--- config.mk ---
export PLATFORM = sky130hd
export DESIGN_NAME = mpwm_output_stage
export DESIGN_NICKNAME = d
export VERILOG_FILES = /design/src/mpwm_pkg.sv /design/src/mpwm_output_stage.sv
export SDC_FILE = /design/constraint.sdc
export NUM_CORES = 1
export LEC_CHECK = 0
export BUFFER_PORTS_ARGS = -buffer_cell sky130_fd_sc_hd__buf_2
export CORE_MARGIN = 2
export CORE_UTILIZATION = 65
export CTS_CLUSTER_SIZE = 16
export DETAILED_ROUTE_END_ITERATION = 7
export GPL_TIMING_DRIVEN = 1
export HOLD_SLACK_MARGIN = 0.02
export PLACE_DENSITY_LB_ADDON = 0.05
export SETUP_SLACK_MARGIN = 0.02
export SYNTH_ARGS = -nofsm -noshare
export SYNTH_HDL_FRONTEND = slang
export SYNTH_SLANG_ARGS = --single-unit
--- constraint.sdc ---
create_clock -name clk_sys -period 6.4 [get_ports clk_sys]
set_input_delay 1.6 -clock clk_sys [delete_from_list [all_inputs] [get_ports clk_sys]]
set_output_delay 1.6 -clock clk_sys [all_outputs]
set_load 0.01 [all_outputs]
--- src/mpwm_pkg.sv ---
/*
  Shared constants, register map and carrier types of the four-generator
  motor PWM output stage.
  Assumes a single 250 MHz system clock; the instruction cycle is two clocks.
*/
package mpwm_pkg;

  ////////////////////////////////////////////////////////////////////////////
  // Timing: instruction period in clocks, gives half-cycle duty resolution
  localparam int unsigned CLK_PERIOD_NS = 4;
  localparam int unsigned INSTR_PERIOD_NS = 8;
  localparam logic [7:0] TCY_CLKS = 8'(INSTR_PERIOD_NS / CLK_PERIOD_NS);

  ////////////////////////////////////////////////////////////////////////////
  // Register word offsets
  localparam logic [3:0] OFF_PERIOD = 4'h0;
  localparam logic [3:0] OFF_DUTY0 = 4'h1;
  localparam logic [3:0] OFF_TRIG = 4'h5;
  localparam logic [3:0] OFF_PAIR = 4'h6;
  localparam logic [3:0] OFF_OVR = 4'h7;
  localparam logic [3:0] OFF_DTU = 4'h8;
  localparam logic [3:0] OFF_DTS = 4'h9;
  localparam logic [3:0] OFF_TBC = 4'hA;
  localparam logic [3:0] OFF_SEC = 4'hB;
  localparam logic [3:0] OFF_POL = 4'hC;
  localparam logic [3:0] OFF_STAT = 4'hD;
  localparam logic [3:0] NUM_DUTY = 4'h4;

  // Values after reset
  localparam logic [15:0] RST_ZERO = 16'h0000;
  localparam logic [15:0] RST_OVR = 16'hFF00;
  localparam logic [15:0] RST_PAIR = 16'h00FF;
  localparam logic [15:0] RST_POL = 16'h0003;

  ////////////////////////////////////////////////////////////////////////////
  // Counter modes
  typedef enum logic [1:0] {
    MPWM_FREE = 2'b00,
    MPWM_SINGLE = 2'b01,
    MPWM_UPDN = 2'b10,
    MPWM_UPDN2 = 2'b11
  } mpwm_mode_t;

  // Register layouts
  typedef struct packed {
    logic [7:0] rsvd;
    logic [3:0] post;
    logic [1:0] presc;
    mpwm_mode_t mode;
  } mpwm_tbc_t;

  typedef struct packed {
    logic [10:0] rsvd;
    logic override_sync_bit;
    logic [3:0] trig_post;
  } mpwm_sec_t;

  typedef struct packed {
    logic dir;
    logic [14:0] cmp;
  } mpwm_trig_t;

  typedef struct packed {
    logic [3:0] rsvd;
    logic [3:0] pmode;
    logic [7:0] pen;
  } mpwm_pair_t;

  typedef struct packed {
    logic [7:0] ovd;
    logic [7:0] outs;
  } mpwm_ovr_t;

  typedef struct packed {
    logic [1:0] b_ps;
    logic [5:0] b_cnt;
    logic [1:0] a_ps;
    logic [5:0] a_cnt;
  } mpwm_dtu_t;

  typedef struct packed {
    logic [7:0] rsvd;
    logic [3:0] hsel;
    logic [3:0] lsel;
  } mpwm_dts_t;

endpackage : mpwm_pkg

--- src/mpwm_output_stage.sv ---
/*
  Four-generator motor PWM output stage: time base, duty compare, polarity,
  pairing, manual override, ADC trigger, interrupt pulse and dead time.
  Assumes a plain register port with reads answered one cycle later and
  inputs synchronous to clk_sys.
*/
// Implementation choices: the strobed register port and the address map.
// Function
// - Non-zero duty drives output active at period start
// - Output goes inactive when count equals duty
// - Zero duty keeps output inactive all period
// - Duty above period keeps output active always
// - Polarity bits set active pin level per side
// - Complementary pairs never both active
// - Independent pairs unrestricted, no dead time
// - Duty LSB gives half-cycle edge resolution
// - Override-enable set follows duty, cleared manual
// - Manual state bit set active, cleared inactive
// - Complementary override: high wins, dead time kept
// - Sync bit: override changes only at zero
// - Sync clear: override changes reach pins immediately
// - Trigger when count equals trigger compare
// - Direction bit picks down or up match
// - Trigger postscaler passes one per N matches
// - Double-update mode: interrupt at zero and period
// - Interrupt at wrap, or zero counting down
// - Interrupt postscaler divides those two modes
// - Interrupt flag is a self-clearing pulse
// - Dead time is (count+1) times period times prescale
// - Per-generator unit select for each side
// - Free mode wraps at period, loads buffers
// - Up/down modes rise then fall on prescaled clock
// - Up/down mode loads buffers at zero
// - Double-update mode loads at zero and period
`timescale 1ns/1ps
module mpwm_output_stage (
  input wire logic clk_sys,
  input wire logic rstn,
  input wire logic [3:0] addr,
  input wire logic [15:0] wr_data,
  input wire logic wr_en,
  input wire logic rd_en,
  output logic [15:0] rd_data,
  output logic [3:0] high_side_out,
  output logic [3:0] low_side_out,
  output logic adc_trigger_out,
  output logic interrupt_flag_out
);

  ////////////////////////////////////////////////////////////////////////////
  // Software registers
  logic [15:0] period_value;
  logic [15:0] duty_buf [4];
  mpwm_pkg::mpwm_trig_t trigger_compare_reg;
  mpwm_pkg::mpwm_pair_t pair_mode_reg;
  mpwm_pkg::mpwm_ovr_t manual_override_reg;
  mpwm_pkg::mpwm_dtu_t dead_time_units_reg;
  mpwm_pkg::mpwm_dts_t dead_time_select_reg;
  mpwm_pkg::mpwm_tbc_t time_base_control;
  mpwm_pkg::mpwm_sec_t secondary_control_reg;
  logic [1:0] polarity_config;

  wire duty_hit = (addr >= mpwm_pkg::OFF_DUTY0) && (addr < mpwm_pkg::OFF_DUTY0 + mpwm_pkg::NUM_DUTY);
  wire [1:0] duty_idx = 2'(addr - mpwm_pkg::OFF_DUTY0);

  // Register writes; unmapped offsets are ignored
  always_ff @(posedge clk_sys or negedge rstn) begin
    if (!rstn) begin
      period_value <= mpwm_pkg::RST_ZERO;
      duty_buf <= '{default: mpwm_pkg::RST_ZERO};
      trigger_compare_reg <= mpwm_pkg::RST_ZERO;
      pair_mode_reg <= mpwm_pkg::RST_PAIR;
      manual_override_reg <= mpwm_pkg::RST_OVR;
      dead_time_units_reg <= mpwm_pkg::RST_ZERO;
      dead_time_select_reg <= mpwm_pkg::RST_ZERO;
      time_base_control <= mpwm_pkg::RST_ZERO;
      secondary_control_reg <= mpwm_pkg::RST_ZERO;
      polarity_config <= mpwm_pkg::RST_POL[1:0];
    end else if (wr_en) begin
      if (addr == mpwm_pkg::OFF_PERIOD) period_value <= {1'b0, wr_data[14:0]};
      else if (duty_hit) duty_buf[duty_idx] <= wr_data;
      else if (addr == mpwm_pkg::OFF_TRIG) trigger_compare_reg <= wr_data;
      else if (addr == mpwm_pkg::OFF_PAIR) pair_mode_reg <= {4'h0, wr_data[11:0]};
      else if (addr == mpwm_pkg::OFF_OVR) manual_override_reg <= wr_data;
      else if (addr == mpwm_pkg::OFF_DTU) dead_time_units_reg <= wr_data;
      else if (addr == mpwm_pkg::OFF_DTS) dead_time_select_reg <= {8'h00, wr_data[7:0]};
      else if (addr == mpwm_pkg::OFF_TBC) time_base_control <= {8'h00, wr_data[7:0]};
      else if (addr == mpwm_pkg::OFF_SEC) secondary_control_reg <= {11'h000, wr_data[4:0]};
      else if (addr == mpwm_pkg::OFF_POL) polarity_config <= wr_data[1:0];
    end
  end

  ////////////////////////////////////////////////////////////////////////////
  // Time base prescaler: one count step per 1, 4, 16 or 64 instruction cycles
  logic [7:0] pcnt;
  logic [14:0] cnt;
  logic up;
  wire [7:0] step_len = mpwm_pkg::TCY_CLKS << {time_base_control.presc, 1'b0};
  wire tick = (pcnt == step_len - 8'h01);
  wire half = (pcnt >= (step_len >> 1));
  wire [14:0] per = period_value[14:0];
  wire updn = time_base_control.mode[1];

  // Counter next state
  logic [14:0] next_cnt;
  logic next_up;
  always_comb begin
    next_cnt = cnt;
    next_up = up;
    if (!updn) begin
      next_up = 1'b1;
      next_cnt = (cnt >= per) ? 15'h0000 : cnt + 15'h0001;
    end else if (up && cnt >= per) begin
      next_up = 1'b0;
      next_cnt = (cnt == 15'h0000) ? cnt : cnt - 15'h0001;
    end else if (!up && cnt == 15'h0000) begin
      next_up = 1'b1;
      next_cnt = cnt + 15'h0001;
    end else begin
      next_cnt = up ? cnt + 15'h0001 : cnt - 15'h0001;
    end
  end

  // Step the counter only on prescaled ticks
  always_ff @(posedge clk_sys or negedge rstn) begin
    if (!rstn) begin
      pcnt <= 8'h00;
      cnt <= 15'h0000;
      up <= 1'b1;
    end else begin
      pcnt <= tick ? 8'h00 : pcnt + 8'h01;
      if (tick) begin
        cnt <= next_cnt;
        up <= next_up;
      end
    end
  end

  ////////////////////////////////////////////////////////////////////////////
  // Period events and buffer loads
  wire wrap = tick && !updn && (cnt >= per);
  wire hit_zero = tick && updn && !up && (cnt == 15'h0001);
  wire hit_per = tick && updn && up && (next_cnt == per) && (cnt != per);
  wire dbl = (time_base_control.mode == mpwm_pkg::MPWM_UPDN2);
  wire load = wrap || hit_zero || (dbl && hit_per);
  wire sync_pt = tick && (next_cnt == 15'h0000);

  logic [15:0] duty_act [4];
  mpwm_pkg::mpwm_trig_t trig_act;
  mpwm_pkg::mpwm_ovr_t ov_act;

  // Active copies; override copy follows sync bit
  always_ff @(posedge clk_sys or negedge rstn) begin
    if (!rstn) begin
      duty_act <= '{default: mpwm_pkg::RST_ZERO};
      trig_act <= mpwm_pkg::RST_ZERO;
      ov_act <= mpwm_pkg::RST_OVR;
    end else begin
      if (load) begin
        duty_act <= duty_buf;
        trig_act <= trigger_compare_reg;
      end
      if (!secondary_control_reg.override_sync_bit || sync_pt) ov_act <= manual_override_reg;
    end
  end

  ////////////////////////////////////////////////////////////////////////////
  // Interrupt pulse and ADC trigger with postscalers
  logic [3:0] ipc;
  logic [3:0] tpc;
  logic step_q;
  wire irq_ev = wrap || hit_zero;
  wire irq_pass = dbl ? (hit_zero || hit_per) : (irq_ev && ipc == time_base_control.post);
  wire dir_ok = !updn || (trig_act.dir ? !up : up);
  wire match = step_q && (cnt == trig_act.cmp);
  wire trig_ok = match && dir_ok;

  // Postscaler counters restart after each passed event
  always_ff @(posedge clk_sys or negedge rstn) begin
    if (!rstn) begin
      ipc <= 4'h0;
      tpc <= 4'h0;
      step_q <= 1'b0;
      interrupt_flag_out <= 1'b0;
      adc_trigger_out <= 1'b0;
    end else begin
      step_q <= tick;
      if (irq_ev && !dbl) ipc <= (ipc == time_base_control.post) ? 4'h0 : ipc + 4'h1;
      if (trig_ok) tpc <= (tpc == secondary_control_reg.trig_post) ? 4'h0 : tpc + 4'h1;
      interrupt_flag_out <= irq_pass;
      adc_trigger_out <= trig_ok && (tpc == secondary_control_reg.trig_post);
    end
  end

  ////////////////////////////////////////////////////////////////////////////
  // Duty compare, override and dead time per pin
  function automatic logic [10:0] mpwm_dt_len(input logic [5:0] c, input logic [1:0] ps);
    mpwm_dt_len = 11'((11'(c) + 11'h001) << ps) * 11'(mpwm_pkg::TCY_CLKS);
  endfunction : mpwm_dt_len

  wire [10:0] len_a = mpwm_dt_len(dead_time_units_reg.a_cnt, dead_time_units_reg.a_ps);
  wire [10:0] len_b = mpwm_dt_len(dead_time_units_reg.b_cnt, dead_time_units_reg.b_ps);
  wire [15:0] pos = {cnt, half};
  wire [15:0] per_full = {per, 1'b1};

  logic [3:0] pwm_act;
  logic [7:0] req;
  logic [7:0] act;
  logic [7:0] lvl;
  logic [10:0] dcnt [8];

  for (genvar g = 0; g < 4; g++) begin : g_gen
    wire indep = pair_mode_reg.pmode[g];
    // Half-resolution compare against count and half bit
    assign pwm_act[g] = (duty_act[g] != 16'h0000) &&
      ((duty_act[g] > per_full) || (pos < duty_act[g]));
    wire h_raw = ov_act.ovd[2*g+1] ? pwm_act[g] : ov_act.outs[2*g+1];
    wire l_pwm = indep ? pwm_act[g] : !pwm_act[g];
    wire l_raw = ov_act.ovd[2*g] ? l_pwm : ov_act.outs[2*g];
    assign req[2*g+1] = pair_mode_reg.pen[2*g+1] && h_raw;
    // High side wins a complementary conflict
    assign req[2*g] = pair_mode_reg.pen[2*g] && l_raw && (indep || !req[2*g+1]);
    for (genvar s = 0; s < 2; s++) begin : g_pin
      localparam int P = 2 * g + s;
      wire sel = s ? dead_time_select_reg.hsel[g] : dead_time_select_reg.lsel[g];
      wire [10:0] need = sel ? len_b : len_a;
      assign lvl[P] = act[P] ^ !polarity_config[s];
      // Activation waits out the dead time; release is immediate
      always_ff @(posedge clk_sys or negedge rstn) begin
        if (!rstn) begin
          dcnt[P] <= 11'h000;
          act[P] <= 1'b0;
        end else if (!req[P]) begin
          dcnt[P] <= 11'h000;
          act[P] <= 1'b0;
        end else if (indep) begin
          act[P] <= 1'b1;
        end else if (!act[P]) begin
          // Full count: partner release is itself one flop late
          if (dcnt[P] >= need) act[P] <= 1'b1;
          else dcnt[P] <= dcnt[P] + 11'h001;
        end
      end
    end
  end

  // Pin drivers, registered after polarity
  always_ff @(posedge clk_sys or negedge rstn) begin
    if (!rstn) begin
      high_side_out <= 4'h0;
      low_side_out <= 4'h0;
    end else begin
      high_side_out <= {lvl[7], lvl[5], lvl[3], lvl[1]};
      low_side_out <= {lvl[6], lvl[4], lvl[2], lvl[0]};
    end
  end

  ////////////////////////////////////////////////////////////////////////////
  // Read path; data valid only in the cycle after the strobe
  logic [15:0] rd_mux;
  always_comb begin
    if (addr == mpwm_pkg::OFF_PERIOD) rd_mux = period_value;
    else if (duty_hit) rd_mux = duty_buf[duty_idx];
    else if (addr == mpwm_pkg::OFF_TRIG) rd_mux = trigger_compare_reg;
    else if (addr == mpwm_pkg::OFF_PAIR) rd_mux = pair_mode_reg;
    else if (addr == mpwm_pkg::OFF_OVR) rd_mux = manual_override_reg;
    else if (addr == mpwm_pkg::OFF_DTU) rd_mux = dead_time_units_reg;
    else if (addr == mpwm_pkg::OFF_DTS) rd_mux = dead_time_select_reg;
    else if (addr == mpwm_pkg::OFF_TBC) rd_mux = time_base_control;
    else if (addr == mpwm_pkg::OFF_SEC) rd_mux = secondary_control_reg;
    else if (addr == mpwm_pkg::OFF_POL) rd_mux = {14'h0000, polarity_config};
    else if (addr == mpwm_pkg::OFF_STAT) rd_mux = {up, cnt};
    else rd_mux = 16'h0000;
  end

  always_ff @(posedge clk_sys or negedge rstn) begin
    if (!rstn) rd_data <= 16'h0000;
    else rd_data <= rd_en ? rd_mux : 16'h0000;
  end
endmodule : mpwm_output_stage

==> impl_metrics.tcl <==
set metrics [dict create \
    min_path_type "flop to flop" \
    setup-tns-final_ps 0 \
    cts.root.buffer_cell "sky130_fd_sc_hd__clkbuf_16" \
    r2r.worst_path.cells 12 \
    drv.max_cap_violation_count 0 \
    initial_utilization_pct 65.7 \
    power_density_mw_per_mm2 410 \
    run_status "complete, no violations" \
    multi_input_comb_area_mm2 0.0153 \
    syn2layout_area_growth_pct 8.83 \
    synth-edff-count 0 \
    cells_resized_by_post_cts_repair 0 \
    ys.warnings.count 0 \
    cp.required_ps 6870 \
    crit_slowest_cell "sky130_fd_sc_hd__o211ai_1" \
    chipWidth_um 207 \
    viasPerCell 6.85 \
    finalWirelength_um 84900 \
    core_footprint_mm2 0.0406 \
    crit_path_cell_trace "nor2_1 > ha_1 > or3b_2 > a211oi_1 > o211ai_1 > a21oi_1 > o211ai_1 > a211oi_1 > a21oi_1 > o211ai_1 > nor3b_1 > o211a_1" \
    synth_top_area_cell "sky130_fd_sc_hd__dfrtp_1" \
    port_buffers 49 \
    seq_area_frac_synth_pct 38.8 \
    path_class "flop to flop" \
    synth_async_sr_flop_share_pct 100 \
    detail-route-antenna-nets 0 \
    cts_buffers 45 \
    top_level_ports 50 \
    timing.hold.worst_path_depth 1 \
    achievable-frequency_mhz 192 \
    dpl_worst_slack_ps 1250 \
    critical-path-max-stage-delay_ps 1090 \
    cts_clk_pin_slew_worst_paths_ps 60 \
    dieArea_mm2 0.0427 \
    layout.area.seq_mm2 0.0104 \
    cts_setup_buffers 0 \
    ctsLongestPathBuffers 3 \
    count_of_fill_cells_added_during_filler_insertion 2953 \
    postLayoutCoreUtil_pct 71.5 \
    die_height_um 207 \
    static_leakage_nw 13.3 \
    critPathCaptureType "flop" \
    dominant_cell_type_by_count_on_the_critical_path "sky130_fd_sc_hd__o211ai_1" \
    cp_max_fo 21 \
    timing_hold_violations_final 0 \
    mappedNetlistNets 2943 \
    synth_largest_type_area_fraction_pct 36.2 \
    mostFrequentLayoutCell "sky130_fd_sc_hd__dfrtp_1" \
    tritoncts "yes" \
    avgRoutedWirePerCell_um 26.1 \
    maximum_number_of_pins_on_one_net_before_global_route_repair 150 \
    ys_ff_latch 413 \
    insertion_delay_ps 590 \
    critical_path.startpoint_type "flop" \
    period_needed_ps 5210 \
    post_synth_instance_area_mm2 0.0267 \
    first_global_vias 21400 \
    place_congestion 1.02 \
    drive_gt1_share_pct 14.7 \
    grt_setup_unrepaired "false" \
    track_usage_pct 40.1 \
    drtIter0Drc 2398 \
    grt-ovfl-total 0 \
    yosys-top-cells-area "sky130_fd_sc_hd__dfrtp_1 36%, sky130_fd_sc_hd__ha_1 11%, sky130_fd_sc_hd__mux2_2 6.9%, sky130_fd_sc_hd__mux2_1 3.4%, sky130_fd_sc_hd__a21oi_1 2.9%" \
    grt_first_pass_wirelength_um 128000 \
    final_setup_vio_count 0 \
    grt_antenna_before_repair 5 \
    finalMaxSlewViolations 0 \
    count_of_nets_after_finishing 2951 \
    largest_reg_flops 88 \
    syn_inst 2678 \
    largest_reg_by_ff_count "dcnt" \
    layout.cells.most_common_list "386 x sky130_fd_sc_hd__dfrtp_1, 241 x sky130_fd_sc_hd__ha_1, 191 x sky130_fd_sc_hd__nand2_1" \
    crit_arrival_ps 5680 \
    post-route-worst-setup-slack_ps 1190 \
    hold_fix_buffers_cts 0 \
    registers_with_the_most_flip_flops "dcnt: 88 flops, duty_act: 64 flops, duty_buf: 64 flops" \
    clk_skew_ps 24.9 \
    synth_cell_type_count 83 \
    vias 22300 \
    timing.max_slew.rel_slack_pct 13.1 \
    vdd_ir_drop_max_mv 0.316 \
    firstDrtPassIters 6 \
    final_cycle_utilization_of_the_critical_path_pct 81.4 \
    ys.flop_type "sky130_fd_sc_hd__dfrtp_1" \
    detailed_place_hpwl_um 61000 \
    synth_area_per_cell_um2 9.97 \
    cts.sink_count 413 \
    post-route-drc-count 0 \
    rows 74 \
    worstMarginPinSlew_ps 1300 \
    htree_levels 2 \
]
[worst paths after layout]
| kind | startpoint | end | slack, ps |
|---|---|---|---|
| max in group asynchronous | rstn | cnt[0]$_DFFE_PN0P_ | 4090 |
| min in group asynchronous | rstn | period_value[10]$_DFFE_PN0P_ | 1010 |
| hold reg to reg | act[1]$_DFF_PN0_ | high_side_out[0]$_DFF_PN0_ | 470 |
| setup / recovery | time_base_control[3]$_DFFE_PN0P_ | dcnt[55]$_DFFE_PN0P_ | 1190 |
| hold / removal | act[1]$_DFF_PN0_ | high_side_out[0]$_DFF_PN0_ | 470 |
| setup reg to reg | time_base_control[3]$_DFFE_PN0P_ | dcnt[55]$_DFFE_PN0P_ | 1190 |
[where the power goes]
part	internal [mW]	leakage (nW)	switching, mW
Clock	1.71	0.770	1.10
Combinational	2.02	7.20	3.03
Sequential	3.22	5.31	0.845
[stage by stage]
step	hold slack [ps]	total power, mW	cell area (um2)	cells
finish	467	11.9	29000	3254
global route	495	12.5	29000	3253
CTS	469	11.8	29000	3253
detailed placement	453	8.93	27500	3171
global placement	453	8.75	27500	3171
floorplan	433	7.13	26700	2678
[Yosys cell counts (all sizes together), types with 16 or more instances]
| master | instances |
|---|---|
| a211oi | 28 |
| a21o | 52 |
| a21oi | 152 |
| and2 | 25 |
| and3 | 27 |
| buf | 18 |
| clkbuf | 120 |
| dfrtp | 386 |
| dfstp | 27 |
| ha | 241 |
| inv | 130 |
| mux2 | 244 |
| mux2i | 58 |
| mux4 | 16 |
| nand2 | 191 |
| nand2b | 18 |
| nand3 | 63 |
| nand4 | 72 |
| nor2 | 143 |
| nor3 | 57 |
| nor4 | 40 |
| o211ai | 19 |
| o21a | 26 |
| o21ai | 151 |
| o22ai | 24 |
| o31ai | 23 |
| or3 | 28 |
| or4 | 23 |
| xnor2 | 56 |
| xor2 | 52 |
[area by class of cell]
cell class                      instances  area share [%]
Antenna cell                            1         0.00861
Clock buffer                           69            4.57
Clock inverter                         13           0.887
Inverter                              131            1.69
Multi-Input combinational cell       1996            52.6
Sequential cell                       413            35.7
Tap cell                              532            2.29
Timing Repair Buffer                   99            2.30
[critical path, delay by kind of cell, from the launching register on]
family / cells / cell delay (ps)
AO/OA/AOI/OAI: 8 / 3560
AND/OR/NAND/NOR: 3 / 710
flip-flops: 1 / 520
adder cells (fa/ha/maj): 1 / 320
[logic make-up after synthesis]
family	Yosys count	synth area share [%]
adders and majority gates	241	11.3
DFF	413	38.8
muxes	318	13.8
and+or+nand+nor	741	14.1
AOI/OAI and AO/OA	588	14.4
xor gates and xnor gates	108	3.54
buffers and inverters	269	4.04
[metal layers]
layer / track usage, % / wire length (um) / up-vias
met3: 8.49 / 8660 / 243
met2: 59.6 / 36700 / 1113
li1: - / - / 9902
met1: 56.7 / 35500 / 11000
met4: 17.7 / 3990 / 2
met5: 0 / 12 / -
Note: power is estimated with default switching activity, not from simulation.
